<file path="config.mk">
export PLATFORM = sky130hd
export DESIGN_NAME = wake_power_ctrl
export DESIGN_NICKNAME = d
export VERILOG_FILES = /design/src/rtl/wake_ctrl_pkg.sv /design/src/rtl/wake_power_ctrl.sv /design/src/rtl/wake_pulse_qual.sv
export SDC_FILE = /design/constraint.sdc
export NUM_CORES = 1
export LEC_CHECK = 0
export ABC_AREA = 1
export BUFFER_PORTS_ARGS = -buffer_cell sky130_fd_sc_hd__buf_2
export CORE_ASPECT_RATIO = 0.6
export CORE_MARGIN = 2
export CORE_UTILIZATION = 40
export DETAILED_ROUTE_END_ITERATION = 7
export PLACE_DENSITY_LB_ADDON = 0.08
export SLEW_MARGIN = 15
export SYNTH_ARGS = -nofsm -noshare
export SYNTH_HDL_FRONTEND = slang
export SYNTH_SLANG_ARGS = --single-unit
</file>
<file path="constraint.sdc">
create_clock -name clk_sys_i -period 3.12 [get_ports clk_sys_i]
set_input_delay 0.156 -clock clk_sys_i [delete_from_list [all_inputs] [get_ports clk_sys_i]]
set_output_delay 0.156 -clock clk_sys_i [all_outputs]
set_load 0.03 [all_outputs]
</file>
<file path="src/rtl/wake_ctrl_pkg.sv">
// constants and types shared by the wake and power state controller
package wake_ctrl_pkg;
  localparam int unsigned CLK_HZ         = 40_000_000;
  // wake pulse on the wake input must exceed this width
  localparam int unsigned WAKE_MIN_NS    = 10_000;
  // slow oscillator period, default
  localparam int unsigned SLOW_DIV       = 40;
  // least wake width in slow periods, rounded up
  localparam int unsigned WAKE_MIN_TICKS =
    (WAKE_MIN_NS * (CLK_HZ / 1_000_000) / 1000 + SLOW_DIV - 1) / SLOW_DIV;
  // fast oscillator setup time before Ready, 10 ms
  localparam int unsigned FAST_SETUP_US  = 10_000;
  localparam int unsigned FAST_SETUP_CYC =
    FAST_SETUP_US * (CLK_HZ / 1_000_000);
  // idle command: wake source enable bit positions
  localparam int unsigned SRC_TIMER      = 0;
  localparam int unsigned SRC_WAKE_PIN   = 1;
  localparam int unsigned SRC_SEL_PIN    = 2;
  localparam int unsigned SRC_TAG        = 3;
  localparam int unsigned SRC_W          = 4;
  // idle command target state codes
  localparam logic [1:0] IDLE_HIBERNATE  = 2'h0;
  localparam logic [1:0] IDLE_SLEEP      = 2'h1;
  localparam logic [1:0] IDLE_TAG_DET    = 2'h2;
  // host interface encoding
  localparam logic [1:0] IFACE_NONE      = 2'h0;
  localparam logic [1:0] IFACE_UART      = 2'h1;
  localparam logic [1:0] IFACE_SPI       = 2'h2;
  typedef enum logic [2:0] {
    ST_POWER_UP,
    ST_HIBERNATE,
    ST_SLEEP,
    ST_TAG_DETECT,
    ST_OSC_SETUP,
    ST_READY,
    ST_READER
  } pwr_state_t;
endpackage : wake_ctrl_pkg

</file>
<file path="src/rtl/wake_power_ctrl.sv">
// operating mode and wake event controller of the reader transceiver
`timescale 1ns/1ps
module wake_power_ctrl
  import wake_ctrl_pkg::*;
#(
  parameter int unsigned SETUP_CYC = FAST_SETUP_CYC
) (
  input  wire logic              clk_sys_i,
  input  wire logic              nrst_i,
  input  wire logic              wake_rx_i,
  input  wire logic              slave_sel_n_i,
  input  wire logic              iface_sel_bit0_i,
  input  wire logic              iface_sel_bit1_i,
  input  wire logic              tag_detected_i,
  input  wire logic              timer_expired_i,
  input  wire logic              idle_cmd_i,
  input  wire logic [1:0]        idle_target_i,
  input  wire logic [SRC_W-1:0]  idle_src_en_i,
  input  wire logic              air_standard_choose_cmd_i,
  input  wire logic              field_off_cmd_i,
  output logic [2:0]             state_o,
  output logic                   wait_event_group_o,
  output logic                   slow_oscillator_o,
  output logic                   fast_oscillator_o,
  output logic                   rf_field_on_o,
  output logic                   host_comm_en_o,
  output logic                   uart_rx_gate_o,
  output logic [1:0]             iface_o,
  output logic [SRC_W-1:0]       src_en_o
);
  localparam int unsigned SW = $clog2(SETUP_CYC + 1);

  logic [1:0]       rst_sync_ff;
  wire              rst_n = rst_sync_ff[1];
  logic [1:0]       wake_s_ff, ss_s_ff, sel0_s_ff, sel1_s_ff, tag_s_ff;
  logic             wake_prev_ff;
  pwr_state_t       state_ff, nxt_state;
  logic [SW-1:0]    setup_cnt_ff;
  logic [SRC_W-1:0] src_en_ff;
  logic             sel_pending_ff;
  logic             rf_on_ff;
  logic             uart_gate_ff;
  logic             wake_long;

  always_ff @(posedge clk_sys_i or negedge nrst_i) begin
    if (!nrst_i) begin
      rst_sync_ff <= 2'b00;
    end else begin
      rst_sync_ff <= {rst_sync_ff[0], 1'b1};
    end
  end

  // wake, select, strap and tag pins pass two flops before use
  always_ff @(posedge clk_sys_i or negedge rst_n) begin
    if (!rst_n) begin
      wake_s_ff    <= 2'b11;
      ss_s_ff      <= 2'b11;
      sel0_s_ff    <= 2'b00;
      sel1_s_ff    <= 2'b00;
      tag_s_ff     <= 2'b00;
      wake_prev_ff <= 1'b1;
    end else begin
      wake_s_ff    <= {wake_s_ff[0], wake_rx_i};
      ss_s_ff      <= {ss_s_ff[0], slave_sel_n_i};
      sel0_s_ff    <= {sel0_s_ff[0], iface_sel_bit0_i};
      sel1_s_ff    <= {sel1_s_ff[0], iface_sel_bit1_i};
      tag_s_ff     <= {tag_s_ff[0], tag_detected_i};
      wake_prev_ff <= wake_s_ff[1];
    end
  end

  wire wake_low  = !wake_s_ff[1];
  wire wake_fall = wake_prev_ff && wake_low;
  wire ss_active = !ss_s_ff[1];

  wire in_wait_group = (state_ff == ST_POWER_UP) ||
                       (state_ff == ST_HIBERNATE) ||
                       (state_ff == ST_SLEEP) ||
                       (state_ff == ST_TAG_DETECT);
  wire slow_run = (state_ff == ST_POWER_UP) || (state_ff == ST_SLEEP) ||
                  (state_ff == ST_TAG_DETECT);
  wire qual_run = (state_ff == ST_POWER_UP) || (state_ff == ST_HIBERNATE);

  wake_pulse_qual #(
    .DIV   (SLOW_DIV),
    .TICKS (WAKE_MIN_TICKS)
  ) wake_pulse_qual_i (
    .clk_sys_i   (clk_sys_i),
    .rst_n_i     (rst_n),
    .run_i       (qual_run),
    .wake_low_i  (wake_low),
    .slow_tick_o (),
    .wake_ok_o   (wake_long)
  );

  wire sleep_wake = (src_en_ff[SRC_TIMER] && timer_expired_i) ||
                    (src_en_ff[SRC_WAKE_PIN] && wake_low) ||
                    (src_en_ff[SRC_SEL_PIN] && ss_active);
  wire tag_wake   = sleep_wake || (src_en_ff[SRC_TAG] && tag_s_ff[1]);
  wire setup_done = (setup_cnt_ff == SW'(SETUP_CYC - 1));
  // only idle command enters low power
  wire idle_ok    = idle_cmd_i && host_comm_en_o;

  always_comb begin
    nxt_state = state_ff;
    case (state_ff)
      ST_POWER_UP:   if (wake_long) nxt_state = ST_OSC_SETUP;
      ST_HIBERNATE:  if (wake_long) nxt_state = ST_OSC_SETUP;
      // any valid wake goes to oscillator setup
      ST_SLEEP:      if (sleep_wake) nxt_state = ST_OSC_SETUP;
      ST_TAG_DETECT: if (tag_wake) nxt_state = ST_OSC_SETUP;
      ST_OSC_SETUP:  if (setup_done && !sel_pending_ff) nxt_state = ST_READY;
      ST_READY, ST_READER: begin
        if (idle_ok) begin
          case (idle_target_i)
            IDLE_HIBERNATE: nxt_state = ST_HIBERNATE;
            IDLE_SLEEP:     nxt_state = ST_SLEEP;
            IDLE_TAG_DET:   nxt_state = ST_TAG_DETECT;
            default:        nxt_state = state_ff;
          endcase
        end else if (state_ff == ST_READY && air_standard_choose_cmd_i) begin
          nxt_state = ST_READER;
        end else if (state_ff == ST_READER && field_off_cmd_i) begin
          nxt_state = ST_READY;
        end
      end
      default:       nxt_state = ST_POWER_UP;
    endcase
  end

  always_ff @(posedge clk_sys_i or negedge rst_n) begin
    if (!rst_n) begin
      state_ff <= ST_POWER_UP;
    end else begin
      state_ff <= nxt_state;
    end
  end

  always_ff @(posedge clk_sys_i or negedge rst_n) begin
    if (!rst_n) begin
      setup_cnt_ff <= '0;
    end else if (state_ff != ST_OSC_SETUP) begin
      setup_cnt_ff <= '0;
    end else if (!setup_done) begin
      setup_cnt_ff <= setup_cnt_ff + 1'b1;
    end
  end

  always_ff @(posedge clk_sys_i or negedge rst_n) begin
    if (!rst_n) begin
      src_en_ff <= '0;
    end else if (idle_ok) begin
      src_en_ff <= idle_src_en_i;
    end
  end

  // arm latch after reset or hibernate
  always_ff @(posedge clk_sys_i or negedge rst_n) begin
    if (!rst_n) begin
      sel_pending_ff <= 1'b1;
    end else if (idle_ok && idle_target_i == IDLE_HIBERNATE) begin
      sel_pending_ff <= 1'b1;
    end else if (wake_fall && sel_pending_ff) begin
      sel_pending_ff <= 1'b0;
    end
  end

  wire [1:0] sel_iface = (!sel0_s_ff[1] && !sel1_s_ff[1]) ? IFACE_UART :
                         ( sel0_s_ff[1] && !sel1_s_ff[1]) ? IFACE_SPI  :
                                                            IFACE_NONE;

  always_ff @(posedge clk_sys_i or negedge rst_n) begin
    if (!rst_n) begin
      iface_o <= IFACE_NONE;
    end else if (wake_fall && sel_pending_ff) begin
      iface_o <= sel_iface;
    end
  end

  // hold receiver off until wake pin idles high
  always_ff @(posedge clk_sys_i or negedge rst_n) begin
    if (!rst_n) begin
      uart_gate_ff <= 1'b0;
    end else if (nxt_state == ST_READY || nxt_state == ST_READER) begin
      uart_gate_ff <= uart_gate_ff || !wake_low;
    end else begin
      uart_gate_ff <= 1'b0;
    end
  end

  always_ff @(posedge clk_sys_i or negedge rst_n) begin
    if (!rst_n) begin
      rf_on_ff           <= 1'b0;
      state_o            <= 3'h0;
      wait_event_group_o <= 1'b1;
      slow_oscillator_o  <= 1'b1;
      fast_oscillator_o  <= 1'b0;
      host_comm_en_o     <= 1'b0;
    end else begin
      rf_on_ff           <= (nxt_state == ST_READER);
      state_o            <= nxt_state;
      wait_event_group_o <= in_wait_group;
      slow_oscillator_o  <= slow_run;
      fast_oscillator_o  <= !in_wait_group;
      // no host traffic in wait group
      host_comm_en_o     <= (nxt_state == ST_READY) ||
                            (nxt_state == ST_READER);
    end
  end

  assign rf_field_on_o  = rf_on_ff;
  assign uart_rx_gate_o = uart_gate_ff;
  assign src_en_o       = src_en_ff;
endmodule : wake_power_ctrl

</file>
<file path="src/rtl/wake_pulse_qual.sv">
// slow tick divider and low-level width qualifier for the wake input
`timescale 1ns/1ps
module wake_pulse_qual #(
  parameter int unsigned DIV   = 40,
  parameter int unsigned TICKS = 10
) (
  input  wire logic clk_sys_i,
  input  wire logic rst_n_i,
  input  wire logic run_i,
  input  wire logic wake_low_i,
  output logic      slow_tick_o,
  output logic      wake_ok_o
);
  localparam int unsigned DW = $clog2(DIV + 1);
  localparam int unsigned TW = $clog2(TICKS + 2);
  logic [DW-1:0] div_ff;
  logic [TW-1:0] low_cnt_ff;
  wire           div_end  = (div_ff == DW'(DIV - 1));
  wire           cnt_full = (low_cnt_ff > TW'(TICKS));

  always_ff @(posedge clk_sys_i or negedge rst_n_i) begin
    if (!rst_n_i) begin
      div_ff      <= '0;
      slow_tick_o <= 1'b0;
    end else begin
      div_ff      <= (!run_i || div_end) ? '0 : div_ff + 1'b1;
      slow_tick_o <= run_i && div_end;
    end
  end

  // counting slow periods keeps the check alive with fast clock gated
  always_ff @(posedge clk_sys_i or negedge rst_n_i) begin
    if (!rst_n_i) begin
      low_cnt_ff <= '0;
    end else if (!run_i || !wake_low_i) begin
      low_cnt_ff <= '0;
    end else if (slow_tick_o && !cnt_full) begin
      low_cnt_ff <= low_cnt_ff + 1'b1;
    end
  end

  // strictly longer than the minimum before a wake is accepted
  assign wake_ok_o = cnt_full && !wake_low_i;
endmodule : wake_pulse_qual

</file>
==> impl_metrics.tcl <==
set metrics [dict create \
    synth-compound-area-share 0.0759 \
    hold_viol_final 0 \
    cp.required_ns 3.38 \
    arrival_ns 1.99 \
    cts_sinks 59 \
    cpPeakStageDelay_ns 0.55 \
    cts_resized 0 \
    hold_path_end "src_en_o[1]" \
    max_freq_mhz 579 \
    rows 23 \
    drt_pass1_iterations 4 \
    clock_path_buffers 2 \
    reg2reg_slack_ns 1.39 \
    ff2ff_path_depth 7 \
    area_delta_synth_final_pct 22.9 \
    synth_edf_count 0 \
    netlist_area_sq_um 2840 \
    clk_pin_slew_ns 0.05 \
    timing.rr.end "uart_rx_gate_o" \
    crit_family "simple AND/OR/NAND/NOR gates" \
    synthSimpleGateAreaFrac 0.272 \
    end_kind "flop" \
    crit_buf_inv 2 \
    overflow 0 \
    drtIter0Drc 136 \
    synth_ff_type "dfrtp_1" \
    outcome "completed" \
    worstPathCellList "inv_2 > nor3_4 > inv_2 > nand3_2 > nor2_2 > o21bai_4 > nor2_2" \
    hpwl_mm 4.46 \
    routedWlPerCell_um 13.3 \
    path_max_fanout 14 \
    ioPinCount 32 \
    antenna_found_initial 0 \
    cts_inserted_buffers 9 \
    peakVddDrop_mv 0.387 \
    grt_pass1_vias 2124 \
    worstHoldPathCells 3 \
    finalClockSkew_ns 0.00814 \
    placed_area_sq_um 3080 \
    yosys.area_share.adder 0.0309 \
    grt_start_max_net_pins 42 \
    rsz0062_at_grt "no" \
    finalCriticalPeriod_ns 1.73 \
    path_class "flop to flop" \
    r2r-start "state_o[2]" \
    n_fill_cell 649 \
    initial_utilization 0.419 \
    synth_xor_xnor_area_share 0.0340 \
    leakage_nw 1.67 \
    synth_top_area_share 0.450 \
    tns_ns 0 \
    synth_top_area_cell "dfrtp_1" \
    yosysSeqAreaShare 0.524 \
    vias 2244 \
    place_ws_ns 1.40 \
    syn_avg_cell_area_sq_um 8.86 \
    layout_commonest_cell "nand2_1" \
    dieArea_sq_um 7800 \
    cts_hold_buf 6 \
    period_share 0.554 \
    finalPower_mw 2.57 \
    nNetsFinal 388 \
    htree_levels 3 \
    synthMuxAreaShare 0.00397 \
    antenna_cells 0 \
    worstHoldStart "idle_src_en_i[1]" \
    synthArstFlopShare 1.00 \
    final_cell_mix "nand2_1, dfrtp_1, nor2_1" \
    core-area_sq_um 6760 \
    port_buffers 31 \
    gp_congestion 0.923 \
    power_density_nw_per_um2 738 \
    hold_class "primary input to flop" \
    worstMarginPinSlew_ns 0.889 \
    synth_cell_types 37 \
    slew_violations 0 \
    setup_slack_ns 1.39 \
    clock-root-buffer "clkbuf_16" \
    synth_warnings 0 \
    synth_seq_cells 59 \
    dieHeight_um 69.2 \
    drive_above_1_share 0.220 \
    synth_cells 320 \
    cts_setup_buffers 0 \
    yosys-top-cells-area "dfrtp_1, nand2_1, dfstp_2" \
    track_usage 0.170 \
    synth_top_family_by_area "simple AND/OR/NAND/NOR gates" \
    cts_tree "yes" \
    wl_mm 6.08 \
    setup_viol_count_final 0 \
    die-width_um 113 \
    critPathLaunchType "flop" \
    slowest_stage "dfrtp_1" \
    final_area_sq_um 3490 \
    clk_latency_ns 0.33 \
    grt_pass1_wl_mm 10.3 \
    drv_cap 0 \
    ant_nets 0 \
    drcViolationCount 0 \
    vias_per_cell 4.92 \
    syn_nets 344 \
    slew_headroom 0.407 \
]
## flip-flops by register name, indices dropped and copies added (netlist names), 2 cells and up
name	flops
iface_o	2
rst_sync_ff	2
sel0_s_ff	2
sel1_s_ff	2
setup_cnt_ff	19
src_en_o	4
ss_s_ff	2
state_o	3
tag_s_ff	2
wake_pulse_qual_i.div_ff	6
wake_pulse_qual_i.low_cnt_ff	4
wake_s_ff	2
## worst max path at each step
stage	from	endpoint	slack, ns	cells past startpoint
floorplan	rst_sync_ff[1]	fast_oscillator_o	1.37	0
global placement	state_o[2]	uart_rx_gate_o	1.43	7
detailed placement	state_o[2]	uart_rx_gate_o	1.40	7
CTS	state_o[2]	uart_rx_gate_o	1.39	7
global route	state_o[2]	uart_rx_gate_o	1.25	7
finish	state_o[2]	uart_rx_gate_o	1.39	7
## cells in the mapped netlist, types with 2 or more instances
cell	number
nor3_2	3
dfrtp_1	51
nor2_1	45
o21ai_2	3
a21oi_1	9
nand2_2	3
nand2_1	67
buf_2	2
o21a_1	2
dfstp_2	8
xnor2_1	2
nor3_1	12
clkbuf_1	2
nand3_2	3
nand3_1	11
o21ai_0	13
inv_2	6
ha_1	7
nor2_2	3
inv_1	31
nand4_1	13
xor2_1	9
## worst reg2reg max path: cells and delay by family, from the launching register on
family          cells  cell delay [ns]
compound gates      1             0.18
buf+inv             2             0.35
flops               1             0.55
simple gates        4             0.59
## power by group
group	total, mW	internal, mW	switching (mW)	leakage, nW
registers	0.973	0.886	0.0869	0.760
logic	0.472	0.145	0.327	0.739
clock network	1.13	0.798	0.330	0.169
total	2.57	1.83	0.744	1.67
## metal layers
layer | routed length (um) | vias to the layer above | GRT usage
met3 | 418 | 7 | 0.0603
met5 | 0 | - | 0
li1 | - | 1132 | -
met4 | 87 | 0 | 0.0678
met1 | 3350 | 1037 | 0.267
met2 | 2220 | 68 | 0.208
## final cells by class
class                           instances  area (sq um)  share of cell area
Sequential cell                        59          1490               0.427
Multi-Input combinational cell        219          1180               0.340
Tap cell                               87           109              0.0312
Inverter                               37           139              0.0398
Clock inverter                          5           100              0.0287
Timing Repair Buffer                   38           223              0.0639
Clock buffer                           11           243              0.0696
## logic make-up after synthesis
logic type      after synthesis
buf+inv                      42
xor+xnor                     11
fa+ha+maj                     7
flops                        59
compound gates               33
mux                           1
other cells                   1
simple gates                166
## through the flow
step | instances | hold WS, ns | utilization
6_report | 456 | 0.0317 | 0.515
5_1_grt | 456 | 0.0483 | 0.515
4_1_cts | 456 | 0.0180 | 0.515
3_5_place_dp | 434 | -0.0550 | 0.456
3_3_place_gp | 434 | -0.0551 | 0.456
2_1_floorplan | 320 | -0.140 | -
Power figures use the tool's default switching activity.
